### config.mk
export PLATFORM = sky130hd
export DESIGN_NAME = sleep_mode_reset_gating
export DESIGN_NICKNAME = d
export VERILOG_FILES = /design/src/design/sleep_gating_pkg.sv /design/src/design/reset_pin_filter.sv /design/src/design/sleep_mode_reset_gating.sv
export SDC_FILE = /design/constraint.sdc
export NUM_CORES = 1
export LEC_CHECK = 0
export BUFFER_PORTS_ARGS = -buffer_cell sky130_fd_sc_hd__buf_4
export CORE_ASPECT_RATIO = 1.4
export CORE_MARGIN = 3
export CORE_UTILIZATION = 40
export CTS_BUF_LIST = sky130_fd_sc_hd__clkbuf_16
export DETAILED_ROUTE_END_ITERATION = 10
export PLACE_DENSITY = 0.8
export RECOVER_POWER = 25
export SYNTH_ARGS = -nofsm -noshare
export SYNTH_HDL_FRONTEND = slang
export SYNTH_SLANG_ARGS = --single-unit
### constraint.sdc
create_clock -name clk -period 2.1 [get_ports clk]
set_input_delay 0.105 -clock clk [delete_from_list [all_inputs] [get_ports clk]]
set_output_delay 0.105 -clock clk [all_outputs]
set_load 0.01 [all_outputs]
### src/design/sleep_gating_pkg.sv
// shared constants and types for the sleep and reset gating block
package sleep_gating_pkg;

   // sleep mode selector codes
   typedef enum logic [2:0] {
      MODE_IDLE       = 3'h0,
      MODE_ADC_NR     = 3'h1,
      MODE_POWER_DOWN = 3'h2,
      MODE_POWER_SAVE = 3'h3,
      MODE_STANDBY    = 3'h6
   } sleep_mode_t;

   // controller states, one-hot
   typedef enum logic [1:0] {
      ST_ACTIVE = 2'h1,
      ST_SLEEP  = 2'h2
   } pwr_state_t;

   // clock enable vector field positions
   localparam int CLK_CPU   = 0;
   localparam int CLK_IO    = 1;
   localparam int CLK_ASYNC = 2;
   localparam int CLK_ADC   = 3;
   localparam int CLK_OSC   = 4;
   localparam int CLK_W     = 5;
   localparam logic [CLK_W-1:0] CLK_ALL_ON = 5'h1F;

   // minimum reset pulse length, in ns, and its cycle count (rounded up)
   localparam int RST_PULSE_NS     = 2500;
   localparam int CLK_PERIOD_NS    = 4;
   localparam int RST_PULSE_CYCLES = (RST_PULSE_NS + CLK_PERIOD_NS - 1) / CLK_PERIOD_NS;

   // port widths, and the lowest port B pin used by the timer oscillator
   localparam int PORTB_W = 8;
   localparam int PORTC_W = 7;
   localparam int PORTD_W = 8;
   localparam int TOSC_LO = 6;

endpackage : sleep_gating_pkg

### src/design/reset_pin_filter.sv
// reset pin synchroniser and pulse-length filter
`timescale 1ns/10ps
`default_nettype none
module reset_pin_filter #(
   parameter int PULSE_CYCLES = sleep_gating_pkg::RST_PULSE_CYCLES
) (
   input  wire logic clk,
   input  wire logic arst_n,
   input  wire logic pinLevel,
   input  wire logic enable,
   output var  logic resetReq
);
   import sleep_gating_pkg::*;

   localparam int CW = $clog2(PULSE_CYCLES + 1);

   logic          sync1_r, sync2_r;
   logic [CW-1:0] cnt_r, cnt_nxt;
   logic          req_r, req_nxt;

   always_comb begin
      cnt_nxt = cnt_r;
      req_nxt = 1'b0;
      if (!enable || sync2_r) begin
         cnt_nxt = '0;
      end else if (cnt_r >= CW'(PULSE_CYCLES)) begin
         req_nxt = 1'b1;
      end else begin
         cnt_nxt = cnt_r + CW'(1);
      end
   end

   always_ff @(posedge clk or negedge arst_n) begin
      if (!arst_n) begin
         sync1_r <= 1'b1;
         sync2_r <= 1'b1;
         cnt_r   <= '0;
         req_r   <= 1'b0;
      end else begin
         sync1_r <= pinLevel;
         sync2_r <= sync1_r;
         cnt_r   <= cnt_nxt;
         req_r   <= req_nxt;
      end
   end

   // clockless path: a low pin with the input enabled resets at once
   assign resetReq = req_r | (enable & ~pinLevel);
endmodule // reset_pin_filter
`default_nettype wire

### src/design/sleep_mode_reset_gating.sv
// sleep mode clock gating, reset pin handling and port tri-state control
`timescale 1ns/10ps
`default_nettype none
module sleep_mode_reset_gating
   import sleep_gating_pkg::*;
#(
   parameter int PULSE_CYCLES = RST_PULSE_CYCLES
) (
   input  wire logic                      clk,
   input  wire logic                      arst_n,
   input  wire logic                      sleepReq,
   input  wire sleep_gating_pkg::sleep_mode_t sleepMode,
   input  wire logic                      wakeEvent,
   input  wire logic                      otherReset,
   input  wire logic                      reset_pin_disable_fuse,
   input  wire logic                      rcClockSelected,
   input  wire logic                      async_timer_clock_select,
   input  wire logic                      dual_use_reset_pin,
   input  wire logic [PORTB_W-1:0]        portBOutIn,
   input  wire logic [PORTB_W-1:0]        portBOeIn,
   input  wire logic [PORTC_W-1:0]        portCOutIn,
   input  wire logic [PORTC_W-1:0]        portCOeIn,
   input  wire logic [PORTD_W-1:0]        portDOutIn,
   input  wire logic [PORTD_W-1:0]        portDOeIn,
   output var  logic [CLK_W-1:0]          clkEnable,
   output var  logic                      sleeping,
   output var  logic                      resetActive,
   output var  logic                      dualPinIsGpio,
   output var  logic                      asyncOscOnPins,
   output var  logic [PORTB_W-1:0]        portBOut,
   output var  logic [PORTB_W-1:0]        portBOe,
   output var  logic [PORTC_W-1:0]        portCOut,
   output var  logic [PORTC_W-1:0]        portCOe,
   output var  logic [PORTD_W-1:0]        portDOut,
   output var  logic [PORTD_W-1:0]        portDOe
);
   import sleep_gating_pkg::*;

   pwr_state_t       state_r, state_nxt;
   logic [CLK_W-1:0] clkEn_r, clkEn_nxt;
   logic             pinReset;
   logic             gpioSel;
   logic             wakeS1_r, wakeS2_r;
   logic             wakeS1_nxt, wakeS2_nxt;

   // fuse picks the pin role
   assign gpioSel       = reset_pin_disable_fuse;
   assign dualPinIsGpio = gpioSel;

   reset_pin_filter #(.PULSE_CYCLES(PULSE_CYCLES)) u_filter (
      .clk      (clk),
      .arst_n   (arst_n),
      .pinLevel (dual_use_reset_pin),
      .enable   (~gpioSel),
      .resetReq (pinReset)
   );

   // combinational so no clock is needed
   assign resetActive = ~arst_n | otherReset | pinReset;

   // clock enables for a given sleep mode
   function automatic logic [CLK_W-1:0] modeClocks(input sleep_mode_t m);
      logic [CLK_W-1:0] e;
      e = '0;
      unique case (m)
         MODE_IDLE: begin
            e          = CLK_ALL_ON;
            e[CLK_CPU] = 1'b0;
         end
         MODE_POWER_DOWN: begin
            e = '0;
         end
         MODE_POWER_SAVE: begin
            e[CLK_ASYNC] = 1'b1;
         end
         MODE_ADC_NR: begin
            e[CLK_ASYNC] = 1'b1;
            e[CLK_ADC]   = 1'b1;
         end
         MODE_STANDBY: begin
            e[CLK_OSC] = 1'b1;
         end
         default: begin
            e          = CLK_ALL_ON;
            e[CLK_CPU] = 1'b0;
         end
      endcase
      return e;
   endfunction

   // controller next state
   always_comb begin
      state_nxt = state_r;
      clkEn_nxt = clkEn_r;
      unique case (state_r)
         ST_ACTIVE: begin
            if (sleepReq && !wakeS2_r) begin
               state_nxt = ST_SLEEP;
               clkEn_nxt = modeClocks(sleepMode);
            end
         end
         ST_SLEEP: begin
            if (wakeS2_r) begin
               state_nxt = ST_ACTIVE;
               clkEn_nxt = CLK_ALL_ON;
            end
         end
         default: begin
            state_nxt = ST_ACTIVE;
            clkEn_nxt = CLK_ALL_ON;
         end
      endcase
      if (resetActive) begin
         state_nxt = ST_ACTIVE;
         clkEn_nxt = CLK_ALL_ON;
      end
   end

   // controller state registers
   always_ff @(posedge clk or negedge arst_n) begin
      if (!arst_n) begin
         state_r <= ST_ACTIVE;
         clkEn_r <= CLK_ALL_ON;
      end else begin
         state_r <= state_nxt;
         clkEn_r <= clkEn_nxt;
      end
   end

   // wake event synchroniser
   always_comb begin
      wakeS1_nxt = wakeEvent;
      wakeS2_nxt = wakeS1_r;
   end

   always_ff @(posedge clk or negedge arst_n) begin
      if (!arst_n) begin
         wakeS1_r <= 1'b0;
         wakeS2_r <= 1'b0;
      end else begin
         wakeS1_r <= wakeS1_nxt;
         wakeS2_r <= wakeS2_nxt;
      end
   end

   // controller outputs
   assign clkEnable = clkEn_r;
   always_comb begin
      unique case (state_r)
         ST_SLEEP: sleeping = 1'b1;
         default:  sleeping = 1'b0;
      endcase
   end

   // oscillator pins follow the clock choice
   assign asyncOscOnPins = rcClockSelected & async_timer_clock_select;

   // port B, pin by pin
   for (genvar gb = 0; gb < PORTB_W; gb++) begin : g_portB
      logic oscPin;
      logic oeB;
      // the upper pins feed the timer oscillator
      assign oscPin = asyncOscOnPins & ((gb >= TOSC_LO) ? 1'b1 : 1'b0);
      always_comb begin
         oeB = portBOeIn[gb];
         if (oscPin) begin
            oeB = 1'b0;
         end
         // released under any reset
         if (resetActive) begin
            oeB = 1'b0;
         end
      end
      // data passes straight through
      assign portBOut[gb] = portBOutIn[gb];
      assign portBOe[gb]  = oeB;
   end

   // port C, pin by pin
   for (genvar gc = 0; gc < PORTC_W; gc++) begin : g_portC
      logic rstPin;
      logic oeC;
      // the top pin is the reset input unless the fuse is set
      assign rstPin = ~gpioSel & ((gc == PORTC_W - 1) ? 1'b1 : 1'b0);
      always_comb begin
         oeC = portCOeIn[gc];
         if (rstPin) begin
            oeC = 1'b0;
         end
         // released under any reset
         if (resetActive) begin
            oeC = 1'b0;
         end
      end
      // data passes straight through
      assign portCOut[gc] = portCOutIn[gc];
      assign portCOe[gc]  = oeC;
   end

   // port D, pin by pin, no shared pins
   for (genvar gd = 0; gd < PORTD_W; gd++) begin : g_portD
      logic oeD;
      always_comb begin
         oeD = portDOeIn[gd];
         // released under any reset
         if (resetActive) begin
            oeD = 1'b0;
         end
      end
      // data passes straight through
      assign portDOut[gd] = portDOutIn[gd];
      assign portDOe[gd]  = oeD;
   end
endmodule // sleep_mode_reset_gating
`default_nettype wire

Word-level counts from Yosys, hierarchy flattened
Index checks and enable logic that the tools add are counted.

word-level totals
  flip-flop bits (word level) = 22
  input bits = 58
  output and inout port bits = 55
  word-level logic and storage cells = 78

cells by class
  add/sub/neg operators = 1
  order comparisons = 1
  equality and inequality tests = 9
  muxes and demuxes = 43
  bitwise gates (word level) = 8
  reductions and logical operators = 8

operators with widths
  kind                   count
  $mux 1                 32
  $mux 10                2
  $mux 5                 3
  $add 10x1->10 const B  1
  $ge 10x10->1 const B   1
  $pmux 5 s2             1
  $mux 2                 4
  $eq 3x2->1 const B     2
  $ne 3x3->1 const B     2
  $reduce_or 3->1        2
  $pmux 2 s2             1
  $reduce_or 4->1        1
  $eq 3x1->1 const B     1
  $eq 3x3->1 const B     1
  $not 1->1              3
  $or 1x1->1             3
  $and 1x1->1            2
  $eq 2x1->1 const B     1
  $eq 2x2->1 const B     1
  $ne 2x1->1 const B     1
  $reduce_and 2->1       1
  $reduce_or 2->1        1
  $logic_and 1x1->1      1
  $logic_not 1->1        1
  $logic_or 1x1->1       1

Logic depth before layout (Yosys ltp)
  depth in word-level cells = 6
  mapped depth = 6
  mapped depth without buffers = 6

Hierarchy
A second synthesis with hierarchy kept.

second synthesis, totals
  cells, all modules = 169
  area total of the unflattened synthesis = 1561.5 µm²

by module, submodules not included
  module                   instances  cells each  area an instance (µm²)  seq. area each (µm²)
  sleep_mode_reset_gating  1          106         898.4                   206.4
  reset_pin_filter         1          63          663.1                   327.8

Worst setup path after synthesis
OpenSTA, ideal clock, no wires.

  path type = register to register
  start point = register u_filter.cnt_r[1]
  end point = register u_filter.cnt_r[5]
  library setup time = 0.078 ns
  arrival = 1.670 ns
  required time = 2.022 ns
  path slack = 0.352 ns
  stages on the path, launching flop included = 7
  path buffers = 0
  clock period less this slack = 1.748 ns
  path through = dfrtp_1 -> inv_1 -> ha_1 -> nor4b_4 -> o21ai_2 -> or4_1 -> a21oi_1

between the ends
  word-level cells in the longest chain between the ends = 3
  elaborated cells between the ends (all ways) = 5
  those cells by class = 1 x add/sub; 1 x order compare; 1 x eq/ne; 2 x mux

ends and longest elaborated chain
  element                   line                    text
  start: declaration        reset_pin_filter.sv:18  logic [CW-1:0] cnt_r, cnt_nxt;
  start signal: assignment  reset_pin_filter.sv:42  cnt_r <= cnt_nxt;
  $add 10x1->10             reset_pin_filter.sv:29  cnt_nxt = cnt_r + CW'(1);
  $mux 10                   reset_pin_filter.sv:26  end else if (cnt_r >= CW'(PULSE_CYCLES)) begin
  $mux 10                   reset_pin_filter.sv:24  if (!enable || sync2_r) begin

Parallel ways exist; a longest one is shown, timed or not. The select of a mux whose other input is x is not followed.
A chain may end at the register's enable or synchronous reset.

Worst setup path after layout
Ends and elaborated chain as after synthesis.

==> results.md <==
- Iteration-0 DRC Markers: 49
- Post-place setup slack: 234.3 ps
- Fmax achieved: 524.0 MHz
- Critical path capture point type: register
- Total GRT Usage: 12.53%
- Post-Syn Nets: 222
- WL/cell: 13.23 µm
- CTS buffer count: 3
- Final worst setup slack: 191.7 ps
- CTS tree: done
- Crit-path cells: inv_1 -> ha_1 -> nor4b_4 -> o21ai_2 -> or4_1 -> a21oi_1
- Register area: 534.3 µm²
- Mean area per synthesized cell: 9.326 µm²
- Clock Power Share: 41.3%
- Delay of the slowest cell on the worst path: 480 ps
- Distinct cells, synth: 32
- CP max stage cell: or4_1
- Worst-Margin Slew: 455.2 ps
- Drt drc: 0
- Post-CTS Setup Bufs: 0
- Die area: 4535 µm²
- Root buffer cell: clkbuf_16
- Status: finished clean
- RSZ-0062 raised after global routing: no
- Ant. Diodes: 0
- Net Sw Power: 210.6 µW
- Seq cells post-synth: 21
- Initial core utilization: 42.86%
- Longest Clk Path Bufs: 2
- Min-Delay Path Class: input port to register
- Logic pwr share: 15.5%
- H-tree Lvls: 1
- Final setup viols: 0
- Post_cts resized: 0
- First-pass GRT wire length: 4.560 mm
- Final Hold Viols: 0
- Syn-to-layout area delta: 19.92%
- Fin Clk Skew: 2.374 ps
- Post-route ant nets: 0
- Critical path type: register to register
- Worst-path clk slew: 60 ps
- Pre-antenna DRT Iters: 4
- CP arrival: 2090 ps
- R2r worst-path depth: 6
- Multi-input combinational cell area: 573.1 µm²
- Die H: 78.49 µm
- Filler Cell Count: 336
- PortBufs: 66
- Setup TNS: 0 ps
- Initial antenna violation count: 0
- Worst slew margin: 69.33%
- Final Cycle Share: 90.87%
- Placement row count: 25
- Layout cell share with drive strength beyond 1: 45.41%
- Vias/cell: 4.809
- Worst-Skew Late Latency: 250 ps
- Max Slew Vio Count: 0
- Max rail drop VDD: 0.4601 mV
- Synth warn: 0
- Nets: 247
- Internal power: 761.8 µW
- Vias in the first global route: 1053
- Clk sinks: 21
- Routability cong.: 0.8578
- Hold-fix buffers, CTS: 3
- Hold Path Depth: 2
- Max_cap viols: 0
- Worst Hold Slack: 103.9 ps
- GRT overflow: 0
- Crit Path Max Fanout: 7
- HPWL after detailed placement: 2.329 mm
- Commonest non-fill, non-tap cell in the layout: buf_4
- Post-DP Area: 1690 µm²
- Die X: 57.78 µm
- Boundary pin count: 113
- Core Region: 3503 µm²
- Worst path depth: 6
- Most frequent cells in the layout: buf_4 (68), and2_1 (22), dfrtp_1 (14), nor2_1 (11), dfstp_2 (7)
- Top Family by Delay on Critical Path: simple AND/OR/NAND/NOR gates
- LEAKAGE: 0.0008698 µW
- Largest net degree at the start of global routing: 25
- Sequential area share after synthesis: 35.58%
- CP bufs+invs: 1
- Switching share of power: 21.66%
- Sequential power share: 43.2%
- Startpoint Class: register
- WP data required: 2280 ps
- Mapped cell area: 1501 µm²
- Post-synthesis cell count: 161
- Routed WL: 2.977 mm
- Vias post-DR: 1082
- Finished Cell Area: 1800 µm²
- Period minus WS final: 1908 ps
- PD cells: 540.1 nW/µm²
## sequential cells by signal (all words and copies together), names as in the netlist
signal / flops
clkEnable: 4
state_r: 2
u_filter.cnt_r: 10
u_filter.req_r: 1
u_filter.sync1_r: 1
u_filter.sync2_r: 1
wakeS1_r: 1
wakeS2_r: 1
## metal layers
metal | up-vias | track usage, % | share of wire (%)
met2 | 59 | 22.06 | 49
met4 | 0 | 5.800 | 2.3
met3 | 11 | 4.770 | 14
met5 | - | 0 | 0
met1 | 481 | 12.70 | 36
li1 | 531 | - | -
## worst paths after layout
| check | startpoint | to | slack [ps] |
|---|---|---|---|
| max in group asynchronous | arst_n | clkEnable[4] | 1450 |
| max | u_filter.cnt_r[1] | u_filter.cnt_r[5] | 190 |
| max reg2reg | u_filter.cnt_r[1] | u_filter.cnt_r[5] | 190 |
| min | sleepMode[2] | clkEnable[4] | 100 |
| min in group asynchronous | arst_n | wakeS1_r | 380 |
| min reg2reg | wakeS1_r | wakeS2_r | 350 |
## power groups by stage
stage / combinational [µW] / clock (µW) / sequential (µW)
3_5_place_dp: 149 / 0 / 427
4_1_cts: 154 / 403 / 420
3_3_place_gp: 147 / 0 / 427
2_1_floorplan: 121 / 0 / 427
6_report: 151 / 401 / 420
5_1_grt: 167 / 414 / 421
## cell usage after synthesis
cell	n	share of area [%]
and3_1	5	2.1
nor4b_2	1	1.0
mux2i_1	1	0.67
nor4b_4	1	1.6
buf_4	48	24
o32a_1	4	2.7
a21oi_1	2	0.67
inv_1	6	1.5
o21ai_0	2	0.67
nor2b_1	4	1.7
o211ai_1	3	1.5
or2_2	1	0.42
o21ai_2	2	1.2
nor3b_1	1	0.50
nand3_1	2	0.67
dfstp_2	7	12
nand2_1	3	0.75
dfrtp_1	14	23
clkbuf_1	3	0.75
or4_1	1	0.50
or3_1	1	0.42
a31oi_1	1	0.42
and2_1	22	9.2
nor4bb_1	1	0.67
nor3_1	1	0.33
nor2_1	11	2.8
o31ai_1	1	0.50
xnor2_1	3	1.8
nand4b_1	1	0.58
nand4_1	2	0.83
xor2_1	3	1.8
ha_1	3	2.5
## kinds of logic (layout without fill, tap and decap cells)
logic type,after synthesis,count (layout),share of synthesized area (%)
DFF,21,21,35.58
xor gates and xnor gates,6,6,3.501
buffers and inverters,57,81,26.25
adders and majority gates,3,3,2.500
and+or+nand+nor,58,58,23.92
AOI/OAI and AO/OA,15,15,7.584
muxes,1,1,0.6667
## through the flow
stage	instances	util [%]	power (µW)
floorplan	161	-	547.4
global placement	218	48.25	573.7
detailed placement	218	48.25	576.0
CTS	225	51.39	977.5
global route	225	51.39	1002
finish	225	51.39	972.4
## final cells by class
class / instances / area share, %
inverter: 6 / 1.251
multi-input combinational: 83 / 31.83
clock buffer: 3 / 4.170
timing repair buffer: 71 / 30.02
sequential: 21 / 29.67
clock inverter: 1 / 0.2780
tap: 40 / 2.780
Power figures use the tool's default switching activity.
